### config.mk
export PLATFORM = sky130hd
export DESIGN_NAME = local_mem_ports
export DESIGN_NICKNAME = d
export VERILOG_FILES = /design/src/verilog/local_mem_pkg.sv /design/src/verilog/mem_port_channel.sv /design/src/verilog/local_mem_ports.sv
export VERILOG_INCLUDE_DIRS = /design/src /design/src/verilog
export SDC_FILE = /design/constraint.sdc
export NUM_CORES = 1
export LEC_CHECK = 0
export BUFFER_PORTS_ARGS = -buffer_cell sky130_fd_sc_hd__clkbuf_2
export CORE_AREA = 2 2 221 223
export CTS_CLUSTER_DIAMETER = 200
export DETAILED_ROUTE_END_ITERATION = 10
export DIE_AREA = 0 0 223 225
export SLEW_MARGIN = 20
export SYNTH_ARGS = -nofsm -noshare
export SYNTH_HDL_FRONTEND = slang
export SYNTH_SLANG_ARGS = --single-unit
### constraint.sdc
create_clock -name clock -period 1.7 [get_ports clock]
set_input_delay 0.17 -clock clock [delete_from_list [all_inputs] [get_ports clock]]
set_output_delay 0.17 -clock clock [all_outputs]
set_load 0.005 [all_outputs]
### src/verilog/local_mem_defines.svh
// Constants for the local memory port block
`ifndef LOCAL_MEM_DEFINES_SVH
`define LOCAL_MEM_DEFINES_SVH
`define DATA_ADDR_MSB 21
`define DATA_ADDR_LSB 3
`define INSTR_ADDR_MSB 21
`define INSTR_ADDR_LSB 2
`define BYTE_WE_NONE 4'h0
`define BYTE_WE_LSB 4'h1
`define BYTE_WE_MSB 4'h8
`define BYTE_WE_LOW_HALF 4'h3
`define BYTE_WE_WORD 4'hF
`define SIZE_CODE_ABSENT 5'h00
`define SIZE_CODE_MAX 5'h0D
`define DIR_WRITE 1'b1
`define DIR_READ 1'b0
`endif

### src/verilog/local_mem_pkg.sv
// Types shared by the local memory port block
package local_mem_pkg;
    typedef enum logic [1:0] {SIZE_BYTE, SIZE_HALF, SIZE_WORD} access_size_t;

    // Core-side request for one port
    typedef struct packed {
        logic valid;
        logic write;
        access_size_t size;
        logic [21:0] byte_addr;
        logic [31:0] wdata;
    } core_req_t;

    // Memory-side request driven on the pins
    typedef struct packed {
        logic select;
        logic write_not_read;
        logic [3:0] byte_we;
        logic [31:0] wdata;
    } mem_req_t;

    // Read answer back to the core
    typedef struct packed {
        logic valid;
        logic err;
        logic [31:0] rdata;
    } core_rsp_t;
endpackage : local_mem_pkg

### src/verilog/mem_port_channel.sv
// One local memory port: request register, stall and read capture
`timescale 1ns/1ps
`include "local_mem_defines.svh"
module mem_port_channel
    import local_mem_pkg::*;
#(
    parameter int ADDR_LSB = 3
)
(
    // Clock and reset
    input wire logic clock,
    input wire logic reset_n,
    // Gating
    input wire logic mem_enabled,
    input wire logic scan_shift_enable,
    // Core side
    input wire core_req_t core_req,
    output logic core_ready,
    output core_rsp_t core_rsp,
    // Memory side
    output mem_req_t mem_req,
    output logic [21:ADDR_LSB] mem_addr,
    input wire logic [31:0] mem_rdata,
    input wire logic mem_wait,
    input wire logic mem_err
);
    mem_req_t req_q, req_d;
    logic [21:ADDR_LSB] addr_q, addr_d;
    logic rd_pend_q, rd_pend_d;
    logic rd_due_q, rd_due_d;
    core_rsp_t rsp_q, rsp_d;
    logic [3:0] lanes;
    logic [1:0] boff;
    logic take;

    // Byte lane decode from size and low address bits
    always_comb
    begin
        boff = core_req.byte_addr[1:0];
        unique case (core_req.size)
            SIZE_BYTE: lanes = `BYTE_WE_LSB << boff;
            SIZE_HALF: lanes = boff[1] ? (`BYTE_WE_LOW_HALF << 2) : `BYTE_WE_LOW_HALF;
            default: lanes = `BYTE_WE_WORD;
        endcase
    end

    // Held request stays until the memory drops wait
    assign core_ready = !mem_wait;
    assign take = core_ready;

    always_comb
    begin
        req_d = req_q;
        addr_d = addr_q;
        rd_pend_d = rd_pend_q;
        rsp_d = rsp_q;
        rd_due_d = 1'b0;
        rsp_d.valid = 1'b0;
        // Read data and error stand in the cycle after the memory took the read
        if (rd_due_q)
        begin
            rsp_d.valid = 1'b1;
            rsp_d.rdata = mem_rdata;
            rsp_d.err = mem_err;
        end
        // The held read is taken by the memory at the first edge with wait low
        if (rd_pend_q && !mem_wait)
        begin
            rd_due_d = 1'b1;
            rd_pend_d = 1'b0;
        end
        if (take)
        begin
            req_d.select = core_req.valid && mem_enabled;
            req_d.write_not_read = core_req.write ? `DIR_WRITE : `DIR_READ;
            req_d.byte_we = (core_req.valid && core_req.write) ? lanes : `BYTE_WE_NONE;
            req_d.wdata = core_req.wdata;
            addr_d = core_req.byte_addr[21:ADDR_LSB];
            if (core_req.valid && mem_enabled && !core_req.write)
            begin
                rd_pend_d = 1'b1;
            end
        end
    end

    always_ff @(posedge clock or negedge reset_n)
    begin
        if (!reset_n)
        begin
            req_q <= '0;
            addr_q <= '0;
            rd_pend_q <= 1'b0;
            rd_due_q <= 1'b0;
            rsp_q <= '0;
        end
        else
        begin
            req_q <= req_d;
            addr_q <= addr_d;
            rd_pend_q <= rd_pend_d;
            rd_due_q <= rd_due_d;
            rsp_q <= rsp_d;
        end
    end

    // Scan shift forces the chip select off to preserve contents
    always_comb
    begin
        mem_req = req_q;
        mem_req.select = req_q.select && !scan_shift_enable;
        mem_req.byte_we = req_q.select ? req_q.byte_we : `BYTE_WE_NONE;
    end
    assign mem_addr = addr_q;
    assign core_rsp = rsp_q;
endmodule : mem_port_channel

### src/verilog/local_mem_ports.sv
// Three local memory ports: two data ports and one instruction port
// Operation
// - Data port address is bits 21 to 3
// - Instruction port address is bits 21 to 2
// - Byte write enables select written byte lanes
// - Direction high for write; enables zero otherwise
// - First data port wait stalls and holds
// - Second data port wait stalls that port only
// - Instruction wait stalls fetch until released
// - Error sampled with read data marks failure
// - Memory enable captured at the first rising edge after reset
// - Outputs change and inputs sampled on rising edge, except combinational core ready, present flags and scan-gated chip selects
// - Scan enable forces chip selects inactive
`timescale 1ns/1ps
`include "local_mem_defines.svh"
module local_mem_ports
    import local_mem_pkg::*;
(
    // Clock and reset
    input wire logic clock,
    input wire logic reset_n,
    // Configuration
    input wire logic local_mem_boot_enable,
    input wire logic scan_shift_enable,
    input wire logic [4:0] data_mem_size_code,
    input wire logic [4:0] instr_mem_size_code,
    // Status
    output logic local_mem_enabled,
    output logic data_mem_present,
    output logic instr_mem_present,
    // Core side, data port 0
    input wire core_req_t data0_core_req,
    output logic data0_core_ready,
    output core_rsp_t data0_core_rsp,
    // Core side, data port 1
    input wire core_req_t data1_core_req,
    output logic data1_core_ready,
    output core_rsp_t data1_core_rsp,
    // Core side, instruction port
    input wire core_req_t instr_core_req,
    output logic instr_core_ready,
    output core_rsp_t instr_core_rsp,
    // Data memory 0
    output logic [`DATA_ADDR_MSB:`DATA_ADDR_LSB] data_mem0_addr,
    output logic [31:0] data_mem0_wdata,
    output logic data_mem0_select,
    output logic [3:0] data_mem0_byte_we,
    output logic data_mem0_write_not_read,
    input wire logic [31:0] data_mem0_rdata,
    input wire logic data_mem0_wait,
    input wire logic data_mem0_err,
    // Data memory 1
    output logic [`DATA_ADDR_MSB:`DATA_ADDR_LSB] data_mem1_addr,
    output logic [31:0] data_mem1_wdata,
    output logic data_mem1_select,
    output logic [3:0] data_mem1_byte_we,
    output logic data_mem1_write_not_read,
    input wire logic [31:0] data_mem1_rdata,
    input wire logic data_mem1_wait,
    input wire logic data_mem1_err,
    // Instruction memory
    output logic [`INSTR_ADDR_MSB:`INSTR_ADDR_LSB] instr_mem_addr,
    output logic [31:0] instr_mem_wdata,
    output logic instr_mem_select,
    output logic [3:0] instr_mem_byte_we,
    output logic instr_mem_write_not_read,
    input wire logic [31:0] instr_mem_rdata,
    input wire logic instr_mem_wait,
    input wire logic instr_mem_err
);
    logic in_reset_q, in_reset_d;
    logic enable_q, enable_d;
    logic d_present, i_present;
    mem_req_t d0_req, d1_req, i_req;

    // Boot enable is sampled at the first rising edge after reset is released and frozen after that
    always_comb
    begin
        in_reset_d = 1'b0;
        enable_d = in_reset_q ? local_mem_boot_enable : enable_q;
    end

    always_ff @(posedge clock or negedge reset_n)
    begin
        if (!reset_n)
        begin
            in_reset_q <= 1'b1;
            enable_q <= 1'b0;
        end
        else
        begin
            in_reset_q <= in_reset_d;
            enable_q <= enable_d;
        end
    end

    // Absent memories never see a chip select
    assign d_present = (data_mem_size_code != `SIZE_CODE_ABSENT) && (data_mem_size_code <= `SIZE_CODE_MAX);
    assign i_present = (instr_mem_size_code != `SIZE_CODE_ABSENT) && (instr_mem_size_code <= `SIZE_CODE_MAX);
    assign local_mem_enabled = enable_q;
    assign data_mem_present = d_present;
    assign instr_mem_present = i_present;

    mem_port_channel #(.ADDR_LSB(`DATA_ADDR_LSB)) u_data0 (
        .clock(clock),
        .reset_n(reset_n),
        .mem_enabled(enable_q && d_present),
        .scan_shift_enable(scan_shift_enable),
        .core_req(data0_core_req),
        .core_ready(data0_core_ready),
        .core_rsp(data0_core_rsp),
        .mem_req(d0_req),
        .mem_addr(data_mem0_addr),
        .mem_rdata(data_mem0_rdata),
        .mem_wait(data_mem0_wait),
        .mem_err(data_mem0_err)
    );

    mem_port_channel #(.ADDR_LSB(`DATA_ADDR_LSB)) u_data1 (
        .clock(clock),
        .reset_n(reset_n),
        .mem_enabled(enable_q && d_present),
        .scan_shift_enable(scan_shift_enable),
        .core_req(data1_core_req),
        .core_ready(data1_core_ready),
        .core_rsp(data1_core_rsp),
        .mem_req(d1_req),
        .mem_addr(data_mem1_addr),
        .mem_rdata(data_mem1_rdata),
        .mem_wait(data_mem1_wait),
        .mem_err(data_mem1_err)
    );

    mem_port_channel #(.ADDR_LSB(`INSTR_ADDR_LSB)) u_instr (
        .clock(clock),
        .reset_n(reset_n),
        .mem_enabled(enable_q && i_present),
        .scan_shift_enable(scan_shift_enable),
        .core_req(instr_core_req),
        .core_ready(instr_core_ready),
        .core_rsp(instr_core_rsp),
        .mem_req(i_req),
        .mem_addr(instr_mem_addr),
        .mem_rdata(instr_mem_rdata),
        .mem_wait(instr_mem_wait),
        .mem_err(instr_mem_err)
    );

    assign data_mem0_wdata = d0_req.wdata;
    assign data_mem0_select = d0_req.select;
    assign data_mem0_byte_we = d0_req.byte_we;
    assign data_mem0_write_not_read = d0_req.write_not_read;
    assign data_mem1_wdata = d1_req.wdata;
    assign data_mem1_select = d1_req.select;
    assign data_mem1_byte_we = d1_req.byte_we;
    assign data_mem1_write_not_read = d1_req.write_not_read;
    assign instr_mem_wdata = i_req.wdata;
    assign instr_mem_select = i_req.select;
    assign instr_mem_byte_we = i_req.byte_we;
    assign instr_mem_write_not_read = i_req.write_not_read;
endmodule : local_mem_ports

== Word-level counts from Yosys, hierarchy flattened ==
Cells that the tools add are included.

* Input bits: 290
* Bits in registers: 282

* Reduce and logical (&&, ||, !) cells: 31
* Equality and inequality tests: 3
* Muxes and demuxes: 30
* $lt $le $gt $ge: 2
* Shifts and indexed selects: 3

{| class="wikitable"
|+ Operator list
! operator !! number
|-
| 34-bit 2-to-1 mux || 3
|-
| 4-bit 2-to-1 mux || 9
|-
| 4-bit one-hot mux with 2 select lines || 3
|-
| 1-bit logical AND || 19
|-
| 1-bit 2-to-1 mux || 15
|-
| 1-bit by 2-bit left shift with 4-bit output, first input constant || 3
|-
| 5-bit by 4-bit less-or-equal comparator with 1-bit output, second input constant || 2
|-
| 5-bit nonzero test || 2
|-
| 1-bit logical NOT || 7
|-
| 2-bit by 1-bit equality test with 1-bit output, second input constant || 3
|-
| 2-bit logical NOT || 3
|}

== Logic depth before layout (Yosys ltp) ==
* Depth in word-level cells: 7
* Gate-level depth with buffers: 5

== Modules after synthesis ==
From an unflattened synthesis, not the netlist that was laid out.

* Cells, all modules: 764
* Area, all modules: 12570.8 sq um

{| class="wikitable"
|+ Modules (own cells, without submodules)
! module !! area an instance (sq um) !! times used !! seq. area each (sq um) !! cells an instance
|-
| mem_port_channel (u_data0 ...) || 4145.2 || 2 || 2327.2 || 250
|-
| mem_port_channel (u_instr) || 4144.0 || 1 || 2352.3 || 252
|-
| local_mem_ports || 136.4 || 1 || 51.3 || 12
|}

== Worst setup path before layout ==
OpenSTA, ideal clock, no wires.

* Kind: register -> register
* Start point: reg u_data0.rd_due_q
* End point: reg u_data0.rsp_q (netlist bit u_data0.core_rsp[0])
* Period minus slack after synthesis: 1.029 ns
* Data arrival time: 0.904 ns
* Buffers on the path: 2
* Data required time: 1.575 ns
* Cell stages (with the launch flop): 4
* Slack: 0.671 ns
* Cell sequence: dfrtp_1 buf_6 buf_6 mux2_2

{| class="wikitable"
|+ RTL lines
! element !! line !! text
|-
| start, declared || mem_port_channel.sv:30 || <nowiki>logic rd_due_q, rd_due_d;</nowiki>
|-
| start signal, assigned || mem_port_channel.sv:101 || <nowiki>rd_due_q <= rd_due_d;</nowiki>
|-
| end signal, assigned || mem_port_channel.sv:102 || <nowiki>rsp_q <= rsp_d;</nowiki>
|-
| end, declared || mem_port_channel.sv:31 || <nowiki>core_rsp_t rsp_q, rsp_d;</nowiki>
|}

No word-level cell between the ends.

== Final worst setup path ==
* Start point: reg u_instr.req_q[37] in the netlist's numbering
* End point: out instr_mem_byte_we[0]

* Word-level cells in the longest chain between the ends: 1

{| class="wikitable"
|+ RTL lines
! element !! line !! text
|-
| start, declared || mem_port_channel.sv:27 || <nowiki>mem_req_t req_q, req_d;</nowiki>
|-
| start signal, assigned || mem_port_channel.sv:98 || <nowiki>req_q <= req_d;</nowiki>
|-
| 4-bit 2-to-1 mux (no line) || - ||
|-
| end, declared || local_mem_ports.sv:65 || <nowiki>output logic [3:0] instr_mem_byte_we,</nowiki>
|}

Every way passes these cells.

==> flow_summary.yaml <==
clocking:
  clk_pin_slew_ns: 0.06
  cts_tree: "yes"
  cts_buffers: 31
  htreeDepth: 1
  cts_buffer_depth: 3
  cts_root_buf: "clkbuf_16"
  insertion_delay_ns: 0.56
  clock_sink_count: 282
pwr:
  irDropWorstVdd_v: 0.0006364
  p_leak_nw: 8.936
  total_power_mw: 18.88
  powerDensity_mw_per_mm2: 1035
cells_and_area:
  area.growth.synth_to_final_pct: 57.41
  nets: 1823
  nFillCells: 4459
  drive_gt1_share_pct: 58.52
  fin_cells: 2172
  finish.utilization_pct: 38.38
worst_setup_path:
  cp_top_family: "flip-flops"
  cp_cell_sequence: "and2_1, clkbuf_2"
  path_class: "flop to primary output"
  end_kind: "primary output"
  crit_fanout: 6
  critPathRequiredTime_ns: 1.53
  ff2ff_path_depth: 3
  cp_num_cells: 2
  critPathMaxStageDelay_ns: 0.51
  critPathLaunchType: "flop"
  crit_path_top_delay_cell: "dfrtp_1"
  crit_buf_inv: 1
  reg2reg_slack_ns: 0.20
  arrival_ns: 1.43
timing:
  finalCritPeriodShare_pct: 93.91
  rsz0062_at_grt: "no"
  drv_slew: 0
  tns_ns: 0
  fin_ws_ns: 0.1036
  setup_violations: 0
  max_clock_freq_mhz: 626.4
  hold_viol: 0
  skew_ns: 0.009840
  max_slew_margin_pct: 66.77
  worst_pin_slew_ns: 0.4940
  period_needed_ns: 1.596
synth:
  synth_cell_types: 28
  syn_area_mm2: 0.01159
  ys_top_cells_by_area: "dfrtp_1 (61%), mux2_2 (25%), buf_4 (6.2%)"
  synthArstFlopShare_pct: 100.0
  seq_area_frac_synth_pct: 60.89
  synth_area_leader_cell: "dfrtp_1"
  synth_flop_cell: "dfrtp_1"
  synth_area_per_cell_um2: 15.29
  synth_top_cell_area_share_pct: 60.66
  ys_seq_elements: 282
  synth_edf_count: 0
  synthCells: 758
  syn-num-nets: 1048
  yosys_warnings: 0
global_routing:
  track_usage_pct: 13.49
  grt_max_degree: 62
  grt_pass1_vias: 9894
  grt_pass1_wl_um: 53630
  antenna_found_initial: 0
  grt_overflow: 0
placed_design:
  gp_congestion: 0.8147
  preCtsSetupSlack_ns: 0.3463
  placedCellCount: 1839
  dpl.hpwl_um: 24710
  portBuffers: 567
run_status:
  status: "finished clean"
floorplanning:
  core_area_mm2: 0.04755
  die_y_um: 225
  rows: 80
  die_x_um: 223
  ios: 570
  start_util_pct: 24.38
  dieArea_mm2: 0.05018
drt:
  drt_iter0_markers: 268
  wl_per_cell_um: 15.99
  via_count: 8728
  drt_wl_total_um: 34730
  dr.pass1.iters: 4
  drc: 0
  vias_per_cell: 4.018
  drtAntennaViolNets: 0
hold_path:
  hold_class: "input pin to flop"
  hold_path_depth: 4
run:
  maxCapViolCount: 0
Yosys cell counts, drive strengths merged (2+ instances only):
master / number
a21oi: 4
nand3: 2
mux2: 257
a31oi: 5
nor2b: 8
nand3b: 3
inv: 9
nor4: 2
and2: 12
a22o: 8
o21ai: 14
buf: 129
nand2: 8
nor2: 3
o31ai: 3
a21o: 2
clkinv: 2
dfrtp: 281
logic make-up (layout without fill, tap and decap cells):
group	Yosys count	after routing	share of synthesized area (%)
compound gates	38	38	2.202
buf+inv	140	937	9.746
flops	282	282	60.89
mux	257	257	24.96
other cells	1	3	0.03235
simple gates	40	40	2.170
layer usage:
metal  vias up  part of all wire [%]  GRT usage (%)
met2       331                    52          25.03
met1      4262                    39          15.23
met3        68                   6.1          2.816
li1       4067                     -              -
met5         -                     0              0
met4         0                   2.9          4.893
tightest hold or removal path, cell delays in order:
cell	delay, ns
clkbuf_2	0.10
nand2b_1	0.09
a21oi_1	0.07
o21ai_0	0.14
flip-flops by register name, summed over array words and instances (netlist names), named ones only:
register,flops
u_instr.req_q,5
u_data0.rd_due_q,1
u_data1.mem_req,33
u_data0.mem_addr,19
u_data1.req_q,5
u_instr.mem_addr,20
u_data1.core_rsp,34
local_mem_enabled,1
in_reset_q,1
u_data0.req_q,5
u_data1.rd_due_q,1
u_data1.mem_addr,19
u_instr.rd_due_q,1
u_data0.mem_req,33
u_data0.core_rsp,34
u_instr.mem_req,33
u_instr.core_rsp,34
layout make-up:
cell class	instances	area, um2	area share (%)
Sequential cell	282	7061	38.69
Timing Repair Buffer	871	5971	32.72
Multi-Input combinational cell	336	3405	18.66
Clock buffer	46	912.1	4.999
Tap cell	615	769.5	4.217
Clock inverter	9	81.33	0.4457
Inverter	11	43.79	0.2400
Antenna cell	2	5.005	0.02743
per-stage QoR:
step / hold slack, ns / instance area (um2)
finish: 0.04295 / 18250
global route: 0.05654 / 18240
CTS: 0.01171 / 18240
detailed placement: 0.1314 / 14480
global placement: 0.1302 / 14480
floorplan: -0.1256 / 11590
final timing paths:
path	start	end
max in group asynchronous	reset_n	u_instr.core_rsp[9]
worst min-delay path	instr_core_req[32]	u_instr.req_q[32]
worst max register to register	local_mem_enabled	flop
worst min register to register	u_instr.req_q[34]	u_instr.req_q[34]
min in group asynchronous	reset_n	u_instr.mem_addr[2]
worst max-delay path	u_instr.req_q[37]	instr_mem_byte_we[0]
layout by cell type, fill, tap and decap left out, drive strengths merged, types with 4 or more instances in the layout:
cell type    count
and2            12
inv             10
clkbuf         612
a31oi            5
dlygate4sd3    276
nand2            8
o21ai           14
a21oi            4
clkinv           9
buf             29
dfrtp          281
mux2           257
nor2b            8
a22o             8
power by group:
group	internal, mW	switching, mW	total [mW]
registers	7.88	0.642	8.52
clock network	3.83	2.65	6.49
logic	2.36	1.51	3.87
timing repair:
item,in CTS,in global routing
hold buffers,276,0
endpoints found under the hold margin,555,0
resized for setup,1,1
setup endpoints to repair,3,2
setup buffers,0,0
Power figures use the tool's default switching activity.
